==> src/verilog/bcrc_map.svh <==
// Register map, field positions, reset values and constants of the byte CRC generator
`ifndef BCRC_MAP_SVH
`define BCRC_MAP_SVH

`define BCRC_OFS_POLYNOMIAL_SELECT_CTRL  4'h0
`define BCRC_OFS_BYTE_IN    4'h4
`define BCRC_OFS_SUM_LOW    4'h8
`define BCRC_OFS_SUM_HIGH   4'hc
`define BCRC_POLYNOMIAL_SELECT_SEL_BIT   0
`define BCRC_RST_BYTE       8'h00
`define BCRC_POLYNOMIAL_SELECT_CCITT     16'h1021
`define BCRC_POLYNOMIAL_SELECT_CRC16     16'h8005
`define BCRC_RESP_OKAY      2'b00
`define BCRC_RESP_SLVERR    2'b10

`endif

==> src/verilog/bcrc_pkg.sv <==
// Types shared by the byte CRC generator
package bcrc_pkg;

    typedef struct packed {
        logic [7:0]  data;
        logic [15:0] sum;
        logic        crc16;
    } bcrc_step_t;

    typedef enum logic [2:0] {
        BCRC_RD_IDLE = 3'b001,
        BCRC_RD_RESP = 3'b010,
        BCRC_RD_HOLD = 3'b100
    } bcrc_rd_state_t;

endpackage : bcrc_pkg

==> src/verilog/bcrc_byte_step.sv <==
// Combinational one-byte CRC update, MSB first
`timescale 1ns/10ps
`include "bcrc_map.svh"

module bcrc_byte_step
(
    input  wire bcrc_pkg::bcrc_step_t step_in,
    output logic [15:0]               sum_out
);

    wire [15:0] polynomial_select = step_in.crc16 ? `BCRC_POLYNOMIAL_SELECT_CRC16 : `BCRC_POLYNOMIAL_SELECT_CCITT; // RULE9 RULE4

    // ------------------------------------------------------------
    // Bit-serial loop unrolled over the byte
    // ------------------------------------------------------------
    always_comb
    begin
        logic [15:0] tmp;
        logic        top;
        top = 1'b0;
        tmp = step_in.sum ^ {step_in.data, 8'h00}; // RULE7
        for (int i = 0; i < 8; i++) // RULE10
        begin
            top = tmp[15];
            tmp = {tmp[14:0], 1'b0}; // RULE8
            if (top)
            begin
                tmp = tmp ^ polynomial_select; // RULE8
            end
        end
        sum_out = tmp; // RULE5
    end

endmodule : bcrc_byte_step

==> src/verilog/bcrc_top.sv <==
// AXI4-Lite register block of the byte-wide CRC-16 generator
// Overview of operation
// RULE1 - Input byte write folds into checksum
// RULE2 - Update starts from held checksum pair
// RULE3 - Control bit 0 picks CCITT or CRC-16
// RULE4 - Only those two polynomials exist
// RULE5 - Whole byte per write, 16-bit result
// RULE6 - New checksum ready one cycle later
// RULE7 - Input byte XORed into checksum high
// RULE8 - Shift left, XOR polynomial if MSB set
// RULE9 - Constant 8005 or 1021 by selection
// RULE10 - Eight steps; result becomes new checksum
// RULE11 - Software clears checksum before new run
// RULE12 - Checksum low/high bytes read and write
// RULE13 - Control bits 7..1 read zero
// RULE14 - Checksum byte writes load directly
// RULE15 - Input readback; reads never update
`timescale 1ns/10ps
`include "bcrc_map.svh"

module bcrc_top
#(
    parameter int ADDR_W = 4
)
(
    input  wire logic              core_clk,
    input  wire logic              rst,
    input  wire logic              clk_en,
    input  wire logic [ADDR_W-1:0] s_axi_awaddr,
    input  wire logic              s_axi_awvalid,
    output logic                   s_axi_awready,
    input  wire logic [31:0]       s_axi_wdata,
    input  wire logic [3:0]        s_axi_wstrb,
    input  wire logic              s_axi_wvalid,
    output logic                   s_axi_wready,
    output logic [1:0]             s_axi_bresp,
    output logic                   s_axi_bvalid,
    input  wire logic              s_axi_bready,
    input  wire logic [ADDR_W-1:0] s_axi_araddr,
    input  wire logic              s_axi_arvalid,
    output logic                   s_axi_arready,
    output logic [31:0]            s_axi_rdata,
    output logic [1:0]             s_axi_rresp,
    output logic                   s_axi_rvalid,
    input  wire logic              s_axi_rready
);

    // ------------------------------------------------------------
    // Register state
    // ------------------------------------------------------------
    logic              polynomial_select_ff;
    logic [7:0]        crc_byte_input_ff;
    logic [15:0]       running_checksum_ff;
    logic              aw_held_ff;
    logic              w_held_ff;
    logic [ADDR_W-1:0] aw_addr_ff;
    logic [31:0]       w_data_ff;
    logic              w_strb0_ff;
    logic              awready_ff;
    logic              wready_ff;
    logic              bvalid_ff;
    logic [1:0]        bresp_ff;
    logic              arready_ff;
    logic              rvalid_ff;
    logic [31:0]       rdata_ff;
    logic [1:0]        rresp_ff;

    // ------------------------------------------------------------
    // Write channel capture, either order
    // ------------------------------------------------------------
    wire aw_fire = s_axi_awvalid && awready_ff;
    wire w_fire  = s_axi_wvalid && wready_ff;

    wire              aw_have = aw_held_ff || aw_fire;
    wire              w_have  = w_held_ff || w_fire;
    wire [ADDR_W-1:0] wr_addr = aw_held_ff ? aw_addr_ff : s_axi_awaddr;
    wire [31:0]       wr_data = w_held_ff ? w_data_ff : s_axi_wdata;
    wire              wr_lane = w_held_ff ? w_strb0_ff : s_axi_wstrb[0];
    wire              wr_go   = aw_have && w_have && !bvalid_ff;
    wire [7:0]        wr_byte = wr_data[7:0];

    // Only byte lane 0 carries register bits
    wire wr_polynomial_select = wr_go && wr_lane && (wr_addr == `BCRC_OFS_POLYNOMIAL_SELECT_CTRL);
    wire wr_in   = wr_go && wr_lane && (wr_addr == `BCRC_OFS_BYTE_IN);
    wire wr_lo   = wr_go && wr_lane && (wr_addr == `BCRC_OFS_SUM_LOW);
    wire wr_hi   = wr_go && wr_lane && (wr_addr == `BCRC_OFS_SUM_HIGH);
    wire wr_map  = (wr_addr == `BCRC_OFS_POLYNOMIAL_SELECT_CTRL) || (wr_addr == `BCRC_OFS_BYTE_IN)
                || (wr_addr == `BCRC_OFS_SUM_LOW) || (wr_addr == `BCRC_OFS_SUM_HIGH);

    // ------------------------------------------------------------
    // CRC datapath
    // ------------------------------------------------------------
    bcrc_pkg::bcrc_step_t step;
    logic [15:0]          step_sum;

    assign step.data  = wr_byte;
    assign step.sum   = running_checksum_ff; // RULE2
    assign step.crc16 = polynomial_select_ff; // RULE3

    bcrc_byte_step u_step
    (
        .step_in (step),
        .sum_out (step_sum)
    );

    wire [15:0] nxt_sum = wr_in ? step_sum // RULE1 RULE6
                        : wr_hi ? {wr_byte, running_checksum_ff[7:0]} // RULE14 RULE12
                        : wr_lo ? {running_checksum_ff[15:8], wr_byte} // RULE14 RULE12
                        : running_checksum_ff;

    // ------------------------------------------------------------
    // Read decode
    // ------------------------------------------------------------
    wire ar_fire = s_axi_arvalid && arready_ff;

    wire [31:0] rd_mux =
        (s_axi_araddr == `BCRC_OFS_POLYNOMIAL_SELECT_CTRL) ? {31'h0, polynomial_select_ff} // RULE13
      : (s_axi_araddr == `BCRC_OFS_BYTE_IN)   ? {24'h00_0000, crc_byte_input_ff} // RULE15
      : (s_axi_araddr == `BCRC_OFS_SUM_LOW)   ? {24'h00_0000, running_checksum_ff[7:0]}
      : (s_axi_araddr == `BCRC_OFS_SUM_HIGH)  ? {24'h00_0000, running_checksum_ff[15:8]}
      : 32'h0000_0000;
    wire rd_map = (s_axi_araddr == `BCRC_OFS_POLYNOMIAL_SELECT_CTRL) || (s_axi_araddr == `BCRC_OFS_BYTE_IN)
               || (s_axi_araddr == `BCRC_OFS_SUM_LOW) || (s_axi_araddr == `BCRC_OFS_SUM_HIGH);

    assign s_axi_awready = awready_ff;
    assign s_axi_wready  = wready_ff;
    assign s_axi_bvalid  = bvalid_ff;
    assign s_axi_bresp   = bresp_ff;
    assign s_axi_arready = arready_ff;
    assign s_axi_rvalid  = rvalid_ff;
    assign s_axi_rdata   = rdata_ff;
    assign s_axi_rresp   = rresp_ff;

    // ------------------------------------------------------------
    // Registers
    // ------------------------------------------------------------
    always_ff @(posedge core_clk or posedge rst)
    begin
        if (rst)
        begin
            polynomial_select_ff <= 1'b0;
            crc_byte_input_ff    <= `BCRC_RST_BYTE;
            running_checksum_ff  <= {`BCRC_RST_BYTE, `BCRC_RST_BYTE};
        end
        else if (clk_en)
        begin
            if (wr_polynomial_select)
                polynomial_select_ff <= wr_byte[`BCRC_POLYNOMIAL_SELECT_SEL_BIT]; // RULE3
            if (wr_in)
                crc_byte_input_ff <= wr_byte; // RULE15
            running_checksum_ff <= nxt_sum; // RULE1
        end
    end

    always_ff @(posedge core_clk or posedge rst)
    begin
        if (rst)
        begin
            aw_held_ff <= 1'b0;
            w_held_ff  <= 1'b0;
            aw_addr_ff <= '0;
            w_data_ff  <= 32'h0000_0000;
            w_strb0_ff <= 1'b0;
            awready_ff <= 1'b0;
            wready_ff  <= 1'b0;
            bvalid_ff  <= 1'b0;
            bresp_ff   <= `BCRC_RESP_OKAY;
        end
        else if (clk_en)
        begin
            aw_held_ff <= aw_have && !wr_go;
            w_held_ff  <= w_have && !wr_go;
            if (aw_fire)
                aw_addr_ff <= s_axi_awaddr;
            if (w_fire)
            begin
                w_data_ff  <= s_axi_wdata;
                w_strb0_ff <= s_axi_wstrb[0];
            end
            awready_ff <= !aw_have && !bvalid_ff && !wr_go;
            wready_ff  <= !w_have && !bvalid_ff && !wr_go;
            if (wr_go)
            begin
                bvalid_ff <= 1'b1;
                bresp_ff  <= wr_map ? `BCRC_RESP_OKAY : `BCRC_RESP_SLVERR;
            end
            else if (s_axi_bready)
                bvalid_ff <= 1'b0;
        end
    end

    always_ff @(posedge core_clk or posedge rst)
    begin
        if (rst)
        begin
            arready_ff <= 1'b0;
            rvalid_ff  <= 1'b0;
            rdata_ff   <= 32'h0000_0000;
            rresp_ff   <= `BCRC_RESP_OKAY;
        end
        else if (clk_en)
        begin
            arready_ff <= !ar_fire && !rvalid_ff;
            if (ar_fire)
            begin
                rvalid_ff <= 1'b1;
                rdata_ff  <= rd_mux;
                rresp_ff  <= rd_map ? `BCRC_RESP_OKAY : `BCRC_RESP_SLVERR;
            end
            else if (s_axi_rready)
            begin
                rvalid_ff  <= 1'b0;
                arready_ff <= 1'b1;
            end
        end
    end

    // ------------------------------------------------------------
    // Checks
    // ------------------------------------------------------------
    a_sum_updates_next: assert property (@(posedge core_clk) disable iff (rst) // RULE6
        (clk_en && wr_in) |=> running_checksum_ff == $past(step_sum))
        else $error("checksum not updated one cycle after input write");

    a_ccitt_one_byte: assert property (@(posedge core_clk) disable iff (rst) // RULE9
        (clk_en && wr_in && !polynomial_select_ff && running_checksum_ff == 16'h0000
         && wr_byte == 8'h01) |=> running_checksum_ff == 16'h1021)
        else $error("CCITT result for byte 01 wrong");

    a_crc16_one_byte: assert property (@(posedge core_clk) disable iff (rst) // RULE9
        (clk_en && wr_in && polynomial_select_ff && running_checksum_ff == 16'h0000
         && wr_byte == 8'h03) |=> running_checksum_ff == 16'h000a)
        else $error("CRC-16 result for byte 03 wrong");

    a_sum_hold_idle: assert property (@(posedge core_clk) disable iff (rst) // RULE15
        (!(wr_in || wr_lo || wr_hi)) |=> $stable(running_checksum_ff))
        else $error("checksum changed without a write");

    a_low_load: assert property (@(posedge core_clk) disable iff (rst) // RULE14
        (clk_en && wr_lo) |=> running_checksum_ff[7:0] == $past(wr_byte))
        else $error("checksum low write not loaded");

    a_high_load: assert property (@(posedge core_clk) disable iff (rst) // RULE12
        (clk_en && wr_hi) |=> running_checksum_ff[15:8] == $past(wr_byte))
        else $error("checksum high write not loaded");

    a_ctrl_upper_zero: assert property (@(posedge core_clk) disable iff (rst) // RULE13
        (clk_en && ar_fire && s_axi_araddr == `BCRC_OFS_POLYNOMIAL_SELECT_CTRL)
        |=> rvalid_ff && rdata_ff[31:1] == 31'h0)
        else $error("control upper bits not zero");

    a_input_readback: assert property (@(posedge core_clk) disable iff (rst) // RULE15
        (clk_en && ar_fire && s_axi_araddr == `BCRC_OFS_BYTE_IN)
        |=> rdata_ff[7:0] == $past(crc_byte_input_ff))
        else $error("input readback mismatch");

    a_polynomial_select_store: assert property (@(posedge core_clk) disable iff (rst) // RULE3
        (clk_en && wr_polynomial_select) |=> polynomial_select_ff == $past(wr_byte[`BCRC_POLYNOMIAL_SELECT_SEL_BIT]))
        else $error("polynomial select not stored");

    a_rd_answer_next: assert property (@(posedge core_clk) disable iff (rst) // RULE15
        (clk_en && ar_fire) |=> rvalid_ff)
        else $error("read answer not one cycle after address");

    a_wr_answer_ok: assert property (@(posedge core_clk) disable iff (rst) // RULE12
        (clk_en && wr_go && wr_map) |=> bvalid_ff && bresp_ff == `BCRC_RESP_OKAY)
        else $error("mapped write not answered okay");

    a_unmapped_err: assert property (@(posedge core_clk) disable iff (rst) // RULE4
        (clk_en && wr_go && !wr_map) |=> bvalid_ff && bresp_ff == `BCRC_RESP_SLVERR)
        else $error("unmapped write not answered with error");

    // One transfer per direction in flight
    a_read_blocks_ar: assert property (@(posedge core_clk) disable iff (rst) // RULE15
        rvalid_ff |-> !arready_ff)
        else $error("read address accepted while answer pending");

    a_resp_blocks_aw: assert property (@(posedge core_clk) disable iff (rst) // RULE1
        bvalid_ff |-> !awready_ff && !wready_ff)
        else $error("write accepted while response pending");

    a_freeze_state: assert property (@(posedge core_clk) disable iff (rst) // RULE2
        !clk_en |=> $stable(running_checksum_ff) && $stable(polynomial_select_ff)
                    && $stable(crc_byte_input_ff))
        else $error("state moved while clock enable low");

    a_input_capture: assert property (@(posedge core_clk) disable iff (rst) // RULE15
        (clk_en && wr_in) |=> crc_byte_input_ff == $past(wr_byte))
        else $error("input byte not captured");

    a_crc16_byte_one: assert property (@(posedge core_clk) disable iff (rst) // RULE9
        (clk_en && wr_in && polynomial_select_ff && running_checksum_ff == 16'h0000
         && wr_byte == 8'h01) |=> running_checksum_ff == 16'h8005)
        else $error("CRC-16 result for byte 01 wrong");

    a_ccitt_byte_seven: assert property (@(posedge core_clk) disable iff (rst) // RULE10
        (clk_en && wr_in && !polynomial_select_ff && running_checksum_ff == 16'h0000
         && wr_byte == 8'h07) |=> running_checksum_ff == 16'h70e7)
        else $error("CCITT result for byte 07 wrong");

    // Lane 0 off means the write is answered but changes nothing
    a_strobe_off: assert property (@(posedge core_clk) disable iff (rst) // RULE1
        (clk_en && wr_go && !wr_lane) |=> $stable(running_checksum_ff))
        else $error("checksum changed by write without lane 0");

    a_low_keeps_high: assert property (@(posedge core_clk) disable iff (rst) // RULE14
        (clk_en && wr_lo) |=> $stable(running_checksum_ff[15:8]))
        else $error("checksum low write disturbed high byte");

endmodule : bcrc_top
==> config.mk <==
export PLATFORM = sky130hd
export DESIGN_NAME = bcrc_top
export DESIGN_NICKNAME = d
export VERILOG_FILES = /design/src/verilog/bcrc_pkg.sv /design/src/verilog/bcrc_byte_step.sv /design/src/verilog/bcrc_top.sv
export VERILOG_INCLUDE_DIRS = /design/src /design/src/verilog
export SDC_FILE = /design/constraint.sdc
export NUM_CORES = 1
export LEC_CHECK = 0
export BUFFER_PORTS_ARGS = -buffer_cell sky130_fd_sc_hd__buf_2
export CORE_MARGIN = 2
export CORE_UTILIZATION = 58
export DETAILED_ROUTE_END_ITERATION = 8
export GPL_TIMING_DRIVEN = 0
export PLACE_DENSITY = 0.9
export SETUP_SLACK_MARGIN = 0.02
export SYNTH_ARGS = -nofsm -noshare
export SYNTH_HDL_FRONTEND = slang
export SYNTH_HIERARCHICAL = 1
export SYNTH_SLANG_ARGS = --single-unit
==> constraint.sdc <==
create_clock -name core_clk -period 4.04 [get_ports core_clk]
set_clock_uncertainty 0.2 [all_clocks]
set_input_delay 0.404 -clock core_clk [delete_from_list [all_inputs] [get_ports core_clk]]
set_output_delay 0.404 -clock core_clk [all_outputs]
set_load 0.03 [all_outputs]
==> summary.md, run 1 <==
| Metric | Value |
|---|---|
| Placed Cells | 472 |
| Async S/R FF share, synth | 100% |
| Post-layout min period | 3.05 ns |
| Wire per inst | 16.1 um |
| Clk sink count | 55 |
| Max Slew Vio Count | 0 |
| Complex-gate fraction of the synthesized area | 10.0% |
| Worst Path Class, Setup | reg -> reg |
| Most frequent cells in the layout | 55 x dfrtp_1, 43 x nand2_1, 40 x mux2_2 |
| Register area | 1380 sq um |
| Initial antenna violation count | 0 |
| DRT iter0 DRCs | 189 |
| Slew headroom | 40.6% |
| Avg Inst Size Synth | 10.5 sq um |
| Crit path max fanout | 10 |
| Fmax | 328 MHz |
| Pwr per Cell Area | 874 nW/um^2 |
| Final hold violation count | 0 |
| Seq/Total Area, Yosys | 39.0% |
| Lkg Pwr | 0.00195 uW |
| Crit. End Element | register |
| Multiplexer area fraction after synthesis | 19.1% |
| Via density per instance | 5.47 |
| Height of the die | 82.1 um |
| Period utilization | 75.5% |
| Worst vdd ir | 0.518 mV |
| Status | finished, final reports clean |
| Area of the multi-input gates | 1940 sq um |
| Root buffer cell | clkbuf_8 |
| Starting density of the core | 59.7% |
| Register bit total from synthesis | 55 |
| Clk Latency, worst-skew pair | 0.32 ns |
| IO Count | 93 |
| Adder-cell share of the synthesized area | 0% |
| Final cell count without fillers | 481 |
| Number of global-route vias before repair | 2710 |
| Wirelength, routed | 7750 um |
| Clock-pin slew of the registers on the worst-case setup and hold paths | 0.10 ns |
| DR DRC count | 0 |
| Total power | 3510 uW |
| Flop2flop setup slack | 0.99 ns |
| Synthesis Warnings | 6 |
| Setup TNS | 0 ns |
| Tot GR Track Use | 25.8% |
| Worst setup SP type | register |
| Dpl hpwl | 5870 um |
| Synth Cell Area | 3530 sq um |
| Fill count | 457 |
| Number of enable flip-flop cells after synthesis | 0 |
| Unrepaired setup endpoints after global routing | false |
| TritonCTS clock tree | built |
| Final Util | 67.8% |
| Routed Antenna Nets | 0 |
| Vias | 2629 |
| Final setup viols | 0 |
| DRT Pass-1 Iters | 4 |
| Die ar. | 6730 sq um |
| Placer Congestion | 0.919 |
| Post-CTS Resized | 0 |
| Largest family of logic cells by synthesized area | multiplexers |
| Largest net degree at the start of global routing | 44 |
| Ys flop type | dfrtp_1 |
| N_diodes | 0 |
| First-pass GRT wire length | 13100 um |
| Xor and xnor area share after synthesis | 12.0% |
| Die Wd | 82.1 um |
| Worst EP arrival | 3.09 ns |
| Row Count | 28 |
| Core area | 5920 sq um |
| Bufs on Longest Clock Path | 2 |
| Worst slew pin tran | 0.884 ns |
| Count of unique library cells instantiated by Yosys | 42 |
| Req. time, crit path | 4.08 ns |
| Type of the worst min-delay path | in -> reg |
| Max-cap violations | 0 |
| CTS H-Tree Depth | 2 |
| Cells after Synth | 335 |
| Post-Synth Simple-Gate Area | 10.9% |
| Layout cell share with drive strength beyond 1 | 33.7% |
| Area growth, synth to finish | 13.6% |
| Gr ovfl total | 0 |
| Nets | 457 |
| I/O Buffers | 36 |
| Most common cell after layout, fill and taps aside | dfrtp_1 |
| CTS Buf Count | 5 |
-- cell usage after synthesis, types with 2 or more instances --
| master | number | area, sq um |
|---|---|---|
| nor2_1 | 9 | 33.8 |
| xnor2_2 | 3 | 48.8 |
| a21o_1 | 3 | 22.5 |
| xor2_1 | 12 | 105 |
| buf_4 | 28 | 210 |
| xor2_4 | 2 | 55.1 |
| inv_1 | 9 | 33.8 |
| dfrtp_1 | 55 | 1380 |
| nand4_1 | 9 | 56.3 |
| a31oi_1 | 16 | 100 |
| o21ai_0 | 16 | 80.1 |
| mux2i_1 | 8 | 80.1 |
| buf_1 | 2 | 7.51 |
| mux2_4 | 8 | 120 |
| o21ai_1 | 3 | 15.0 |
| a21oi_1 | 5 | 25.0 |
| a22oi_1 | 8 | 60.1 |
| buf_6 | 2 | 22.5 |
| xnor2_1 | 19 | 166 |
| o22ai_1 | 2 | 12.5 |
| nand2b_1 | 2 | 12.5 |
| mux2_2 | 40 | 450 |
| nand2_1 | 43 | 161 |
| clkbuf_1 | 8 | 30.0 |
| or3_1 | 3 | 18.8 |
| nand3_1 | 3 | 15.0 |
| buf_2 | 2 | 10.0 |
-- registers in the layout, indices dropped and copies added (netlist names) --
name	flops
aw_addr_ff	4
aw_held_ff	1
crc_byte_input_ff	8
polynomial_select_ff	1
running_checksum_ff	16
s_axi_arready	1
s_axi_awready	1
s_axi_bresp	1
s_axi_bvalid	1
s_axi_rdata	8
s_axi_rresp	1
s_axi_rvalid	1
s_axi_wready	1
w_data_ff	8
w_held_ff	1
w_strb0_ff	1
-- critical path, cell delays in order (launching register included) --
cell	delay (ns)
dfrtp_1	0.38
buf_4	0.21
mux2_2	0.42
xnor2_2	0.40
xor2_1	0.35
xor2_1	0.31
mux2i_1	0.26
xnor2_1	0.14
nand4_1	0.10
a31oi_1	0.22
-- layout make-up --
type	count	area share, %
tap	75	2.34
multi-input combinational	254	48.3
clock inverter	1	0.125
inverter	9	0.842
buffer	42	6.98
sequential	55	34.3
timing repair buffer	38	5.24
clock buffer	7	1.90
-- final timing paths --
check | from | end | depth (start not counted)
min in group asynchronous | rst | s_axi_rdata[1] | 3
setup / recovery | w_held_ff | running_checksum_ff[1] | 9
hold / removal | s_axi_wdata[4] | w_data_ff[4] | 2
setup reg to reg | w_held_ff | running_checksum_ff[1] | 9
hold reg to reg | s_axi_rdata[7] | s_axi_rdata[7] | 2
max in group asynchronous | rst | running_checksum_ff[0] | 4
-- per-stage QoR --
step	cell area [sq um]	worst slack (ns)	hold WS [ns]
final	4010	0.991	0.141
after global routing	4010	0.731	0.134
after CTS	4010	0.996	0.135
after detailed placement	3920	1.02	0.168
after global placement	3900	1.08	0.256
after floorplan	3630	1.40	0.274
-- kinds of logic (layout without fill, tap and decap cells) --
logic type      after synthesis  count (layout)
buf+inv                      51              97
xor+xnor                     38              38
simple gates                 77              77
compound gates               56              56
mux                          57              57
other cells                   1              26
flops                        55              55
-- power breakdown --
group / internal, uW / switching, uW / total, uW
Clock: 122 / 175 / 298
Combinational: 1030 / 1220 / 2250
Sequential: 770 / 186 / 956
-- per-layer routing --
metal,vias to the layer above,share of wire [%],GRT usage [%]
met2,78,52,45.8
met3,11,4.6,3.30
met4,0,1.5,7.67
met5,-,0,0
li1,1256,-,-
met1,1284,42,32.7
-- timing repair --
item,CTS,global route
hold buffers,1,0
buffers inserted,0,0
hold endpoints to repair,12,0
Power figures use the tool's default switching activity.
==> run 2: changes to the inputs <==
--- a/config.mk
+++ b/config.mk
@@ -8,10 +8,10 @@
 export LEC_CHECK = 0
 export BUFFER_PORTS_ARGS = -buffer_cell sky130_fd_sc_hd__buf_2
 export CORE_MARGIN = 2
-export CORE_UTILIZATION = 58
+export CORE_UTILIZATION = 53
 export DETAILED_ROUTE_END_ITERATION = 8
 export GPL_TIMING_DRIVEN = 0
-export PLACE_DENSITY = 0.9
+export PLACE_DENSITY = 0.83
 export SETUP_SLACK_MARGIN = 0.02
 export SYNTH_ARGS = -nofsm -noshare
 export SYNTH_HDL_FRONTEND = slang
==> constraint.sdc (replaced) <==
create_clock -name core_clk -period 3 [get_ports core_clk]
set_clock_uncertainty 0.2 [all_clocks]
set_input_delay 0.3 -clock core_clk [delete_from_list [all_inputs] [get_ports core_clk]]
set_output_delay 0.3 -clock core_clk [all_outputs]
set_load 0.03 [all_outputs]
==> run 2 against run 1 <==
Combinational power grew 46%. Worst hold slack lost 0.12 ns. Global-route usage shrank 3.5 points. Highest routed layer unchanged. Total power grew 47%. Final cell count grew 1.0%. Sequential share of layout area shrank 1.5 points. Critical path type unchanged.
==> summary.md, run 2 (synthesis gave the netlist of run 1 again) <==
| Metric | Value |
|---|---|
| Status | finished, final reports clean |
| DRT iter0 DRCs | 127 |
| Dpl hpwl | 5830 um |
| Die Wd | 85.7 um |
| Post-layout min period | 2.86 ns |
| Flop2flop setup slack | 0.14 ns |
| Slew headroom | 28.7% |
| Routing usage on met1 | 29.2% |
| N_diodes | 0 |
| DRT Pass-1 Iters | 4 |
| Gr busiest metal | met2 |
| Die ar. | 7340 sq um |
| Slowest cell delay on critical path | 0.46 ns |
| Worst slew pin tran | 1.06 ns |
| Placed Cells | 474 |
| Root buffer cell | clkbuf_8 |
| Height of the die | 85.7 um |
| Most common cell after layout, fill and taps aside | dfrtp_1 |
| Top reg by flops | running_checksum_ff |
| Max-cap violations | 0 |
| Core area | 6390 sq um |
| Row Count | 29 |
| Routed Antenna Nets | 0 |
| Tot GR Track Use | 22.3% |
| CTS Buf Count | 5 |
| Final setup viols | 0 |
| Worst EP arrival | 2.86 ns |
| Max Slew Vio Count | 0 |
| Layout cell share with drive strength beyond 1 | 36.2% |
| Final cell count without fillers | 486 |
| Largest register FFs | 16 |
| Fmax | 350 MHz |
| First-pass GRT wire length | 12900 um |
| Lkg Pwr | 0.00201 uW |
| Area of the multi-input gates | 2040 sq um |
| Final setup margin | 0.144 ns |
| Type of the worst min-delay path | in -> reg |
| Area growth, synth to finish | 18.7% |
| Unrepaired setup endpoints after global routing | false |
| Place WS | -0.0344 ns |
| Via density per instance | 5.38 |
| Worst Path Class, Setup | reg -> reg |
| Placer Congestion | 0.937 |
| Vias | 2616 |
| Wire per inst | 16.0 um |
| Clock-pin slew of the registers on the worst-case setup and hold paths | 0.10 ns |
| Final hold violation count | 0 |
| Register area | 1380 sq um |
| Setup TNS | 0 ns |
| Bufs on Longest Clock Path | 2 |
| Crit. End Element | register |
| Wirelength, routed | 7790 um |
| Worst vdd ir | 0.630 mV |
| Nets | 460 |
| Starting density of the core | 55.3% |
| CTS H-Tree Depth | 2 |
| Fill count | 507 |
| Clk Latency, worst-skew pair | 0.32 ns |
| I/O Buffers | 36 |
| Largest net degree at the start of global routing | 38 |
| Worst setup SP type | register |
| Met2 Track Usage GR | 37.9% |
| Grt met3 use | 2.89% |
| TritonCTS clock tree | built |
| Critical-path top delay cell | xnor3_1 |
| Hold slack | 0.0176 ns |
| DR DRC count | 0 |
| Gr ovfl total | 0 |
| Crit path max fanout | 10 |
| CP Cell Sequence | buf_4 -> mux2_2 -> xnor2_4 -> xnor2_2 -> xnor3_1 -> nand2_1 -> xor2_1 -> nand2_1 -> nand2_1 -> mux2_4 |
| Req. time, crit path | 3.00 ns |
| Clk sink count | 55 |
| Number of global-route vias before repair | 2642 |
| Period utilization | 95.2% |
| Most frequent cells in the layout | 55 x dfrtp_1, 43 x nand2_1, 40 x mux2_2 |
| IO Count | 93 |
| Pwr per Cell Area | 1230 nW/um^2 |
| Initial antenna violation count | 0 |
| Worst path most repeated cell | nand2_1 |
[run 2: changes by cell type in the layout (fill, tap and decap cells not counted), sizes merged]
cell / previous run / this run
clkbuf: 15 / 13
clkinvlp: 0 / 1
buf: 71 / 74
bufinv: 0 / 2
clkinv: 1 / 0
[run 2: final cells by class]
class                   instances  share of cell area [%]
multi-input cells             254                    48.6
flip-flops and latches         55                    32.8
plain buffers                  42                    6.68
repair buffers                 41                    5.55
well taps                      77                    2.30
clock buffers                   5                    1.64
clock inverters                 3                    1.61
inverters                       9                   0.805
[run 2: per-layer routing]
layer  vias to the layer above  wire length [um]
met4                         0               183
li1                       1257                 -
met3                        15               273
met2                        67              3960
met5                         -                 0
met1                      1277              3370
[run 2: path summary, 6_finish.rpt]
path / start / cells past startpoint / end
worst max-delay path: w_held_ff / 10 / running_checksum_ff[15]
worst min-delay path: s_axi_wdata[3] / 2 / w_data_ff[3]
worst max register to register: w_held_ff / 10 / running_checksum_ff[15]
worst min register to register: s_axi_rdata[2] / 2 / s_axi_rdata[2]
max in group asynchronous: rst / 4 / running_checksum_ff[11]
min in group asynchronous: rst / 3 / s_axi_arready
[run 2: worst max-delay path, delay by kind of cell (launching register included)]
family / cells / cell delay [ns]
XOR/XNOR: 4 / 1.06
multiplexers: 2 / 0.68
flip-flops: 1 / 0.38
AND/OR/NAND/NOR: 3 / 0.21
buffers and inverters: 1 / 0.19
[run 2: repair_timing]
action                                  in CTS  in global routing
hold buffers                                 1                  0
hold endpoints to repair                    18                  0
endpoints found under the setup margin       2                  4
buffers inserted                             0                  3
pin swaps                                    0                  2
resized for setup                            3                  8
[run 2: through the flow]
stage          power, uW  instance area [sq um]  util (%)
2_1_floorplan       3710                   3630         -
3_3_place_gp        4190                   3900      61.1
3_5_place_dp        4280                   3920      61.4
4_1_cts             4920                   4100      64.1
5_1_grt             5510                   4190      65.7
6_report            5170                   4190      65.7
[run 2: where the power goes]
group / leakage [uW] / switching (uW) / internal, uW
clock: 0.0000644 / 255 / 333
sequential: 0.000710 / 269 / 1040
combinational: 0.00123 / 1720 / 1550
total: 0.00201 / 2250 / 2920
==> run 3: changes to the inputs <==
--- a/config.mk
+++ b/config.mk
@@ -7,6 +7,7 @@
 export NUM_CORES = 1
 export LEC_CHECK = 0
 export BUFFER_PORTS_ARGS = -buffer_cell sky130_fd_sc_hd__buf_2
+export CORE_ASPECT_RATIO = 0.75
 export CORE_MARGIN = 2
 export CORE_UTILIZATION = 53
 export DETAILED_ROUTE_END_ITERATION = 8
==> run 3 against run 2 <==
Register-to-register slack about the same. Clock power down 29%. Final cell count up 1.0%. Combinational power up 4%. Non-clock buffer count up 2. Sequential power about the same. Global-route usage up 0.87 points. Wire length up 5.7%. Fmax up 0.37%. Flip-flop and latch count unchanged. Largest power group unchanged.
==> summary.md, run 3 (synthesis gave the netlist of run 1 again) <==
| Metric | Value |
|---|---|
| Status | finished, final reports clean |
| Largest net degree at the start of global routing | 45 |
| I/O Buffers | 36 |
| Worst EP arrival | 2.89 ns |
| Wire per inst | 16.8 um |
| Flop pwr share | 25.4% |
| Final Cell Area | 4150 sq um |
| DRT Pass-1 Iters | 6 |
| Dpl hpwl | 5980 um |
| Pwr per Cell Area | 1240 nW/um^2 |
| Die ar. | 7340 sq um |
| Clock-pin slew of the registers on the worst-case setup and hold paths | 0.10 ns |
| TritonCTS clock tree | built |
| Placer Congestion | 0.908 |
| Crit path max fanout | 10 |
| CTS H-Tree Depth | 2 |
| Max-cap violations | 0 |
| Placed cell area | 3930 sq um |
| Period utilization | 94.8% |
| Initial antenna violation count | 0 |
| Grt met3 use | 4.18% |
| Setup TNS | 0 ns |
| Starting density of the core | 55.4% |
| Nets | 462 |
| Gate power share | 66.5% |
| Core area | 6380 sq um |
| Lkg Pwr | 0.00200 uW |
| Fill count | 522 |
| Slowest cell delay on critical path | 0.43 ns |
| Worst setup SP type | register |
| Tot GR Track Use | 23.2% |
| Area growth, synth to finish | 17.5% |
| Clock share of power | 8.1% |
| Clk Latency, worst-skew pair | 0.31 ns |
| Die Wd | 98.3 um |
| Gr ovfl total | 0 |
| Unrepaired setup endpoints after global routing | false |
| Largest register FFs | 16 |
| Slew headroom | 33.2% |
| Critical-path top delay cell | mux2_2 |
| Switching Fraction | 45.7% |
| Req. time, crit path | 3.04 ns |
| Number of global-route vias before repair | 2561 |
| Final cell count without fillers | 491 |
| IO Count | 93 |
| Met2 Track Usage GR | 39.0% |
| Total power | 5150 uW |
| Internal power | 2800 uW |
| Final hold violation count | 0 |
| Final setup viols | 0 |
| Largest delay share family, worst path | XOR/XNOR gates |
| Clk sink count | 55 |
| Routing usage on met1 | 32.1% |
| Layout cell share with drive strength beyond 1 | 36.3% |
| Top reg by flops | running_checksum_ff |
| Height of the die | 74.7 um |
| Row Count | 25 |
| First-pass GRT wire length | 13400 um |
| Fmax | 351 MHz |
| Wirelength, routed | 8230 um |
| DRT iter0 DRCs | 438 |
| Final Util | 65.1% |
| Worst Path Class, Setup | reg -> reg |
| Root buffer cell | clkbuf_8 |
| CTS Buf Count | 5 |
| Vias | 2748 |
| Bufs on Longest Clock Path | 2 |
| Post-layout min period | 2.84 ns |
| Placed Cells | 478 |
| Gr busiest metal | met2 |
| Most frequent cells in the layout | 55 x dfrtp_1, 43 x nand2_1, 40 x mux2_2 |
| N_diodes | 0 |
| Worst vdd ir | 0.600 mV |
| Psw | 2350 uW |
| Type of the worst min-delay path | in -> reg |
| Worst slew pin tran | 0.995 ns |
| Routed Antenna Nets | 0 |
| CP bufs+invs | 1 |
| Max Slew Vio Count | 0 |
| CP Cell Sequence | buf_4 -> mux2_2 -> xnor2_4 -> xnor2_2 -> xor2_2 -> mux2i_1 -> xnor2_1 -> nand4_1 -> a31oi_1 |
| Crit. End Element | register |
| Most common cell after layout, fill and taps aside | dfrtp_1 |
| Via density per instance | 5.60 |
| DR DRC count | 0 |
==> run 3: area by class of cell <==
class | instances | area, sq um | share of cell area (%)
Clock buffer | 5 | 68.8 | 1.66
Timing Repair Buffer | 43 | 248 | 5.97
Buffer | 42 | 280 | 6.75
Inverter | 9 | 33.8 | 0.813
Sequential cell | 55 | 1380 | 33.1
Multi-Input combinational cell | 254 | 2030 | 48.8
Clock inverter | 2 | 17.5 | 0.422
Tap cell | 81 | 101 | 2.44
==> run 3: worst paths after layout <==
check,start,to,slack [ns],depth (start not counted)
worst max-delay path,w_held_ff,running_checksum_ff[1],0.16,9
worst min-delay path,s_axi_wdata[7],w_data_ff[7],0.03,2
worst max register to register,w_held_ff,running_checksum_ff[1],0.16,9
worst min register to register,s_axi_rdata[1],s_axi_rdata[1],0.28,2
max in group asynchronous,rst,running_checksum_ff[12],1.79,4
min in group asynchronous,rst,w_held_ff,0.29,3
==> run 3: power groups by stage <==
stage | combinational [uW] | sequential [uW] | clock (uW)
floorplan | 2390 | 1330 | 0
global placement | 2950 | 1270 | 0
detailed placement | 3050 | 1300 | 0
CTS | 3140 | 1290 | 420
global route | 3700 | 1350 | 439
finish | 3420 | 1310 | 415
==> run 3: stage by stage <==
step           setup WS (ns)  hold WS (ns)
2_1_floorplan          0.355         0.251
3_3_place_gp          0.0479         0.264
3_5_place_dp         -0.0965        0.0616
4_1_cts               0.0298        0.0256
5_1_grt              0.00955        0.0315
6_report               0.155        0.0332
==> run 3: repair_timing <==
item	in CTS	in global routing
endpoints found under the hold margin	11	0
gates resized for setup	4	6
pin swaps	0	2
hold buffers	1	0
endpoints found under the setup margin	2	4
setup buffers	0	5
==> run 3: metal layers <==
layer,vias to the layer above,part of all wire (%)
met4,0,1.5
li1,1266,-
met2,143,48
met3,18,9.0
met1,1321,42
met5,-,0
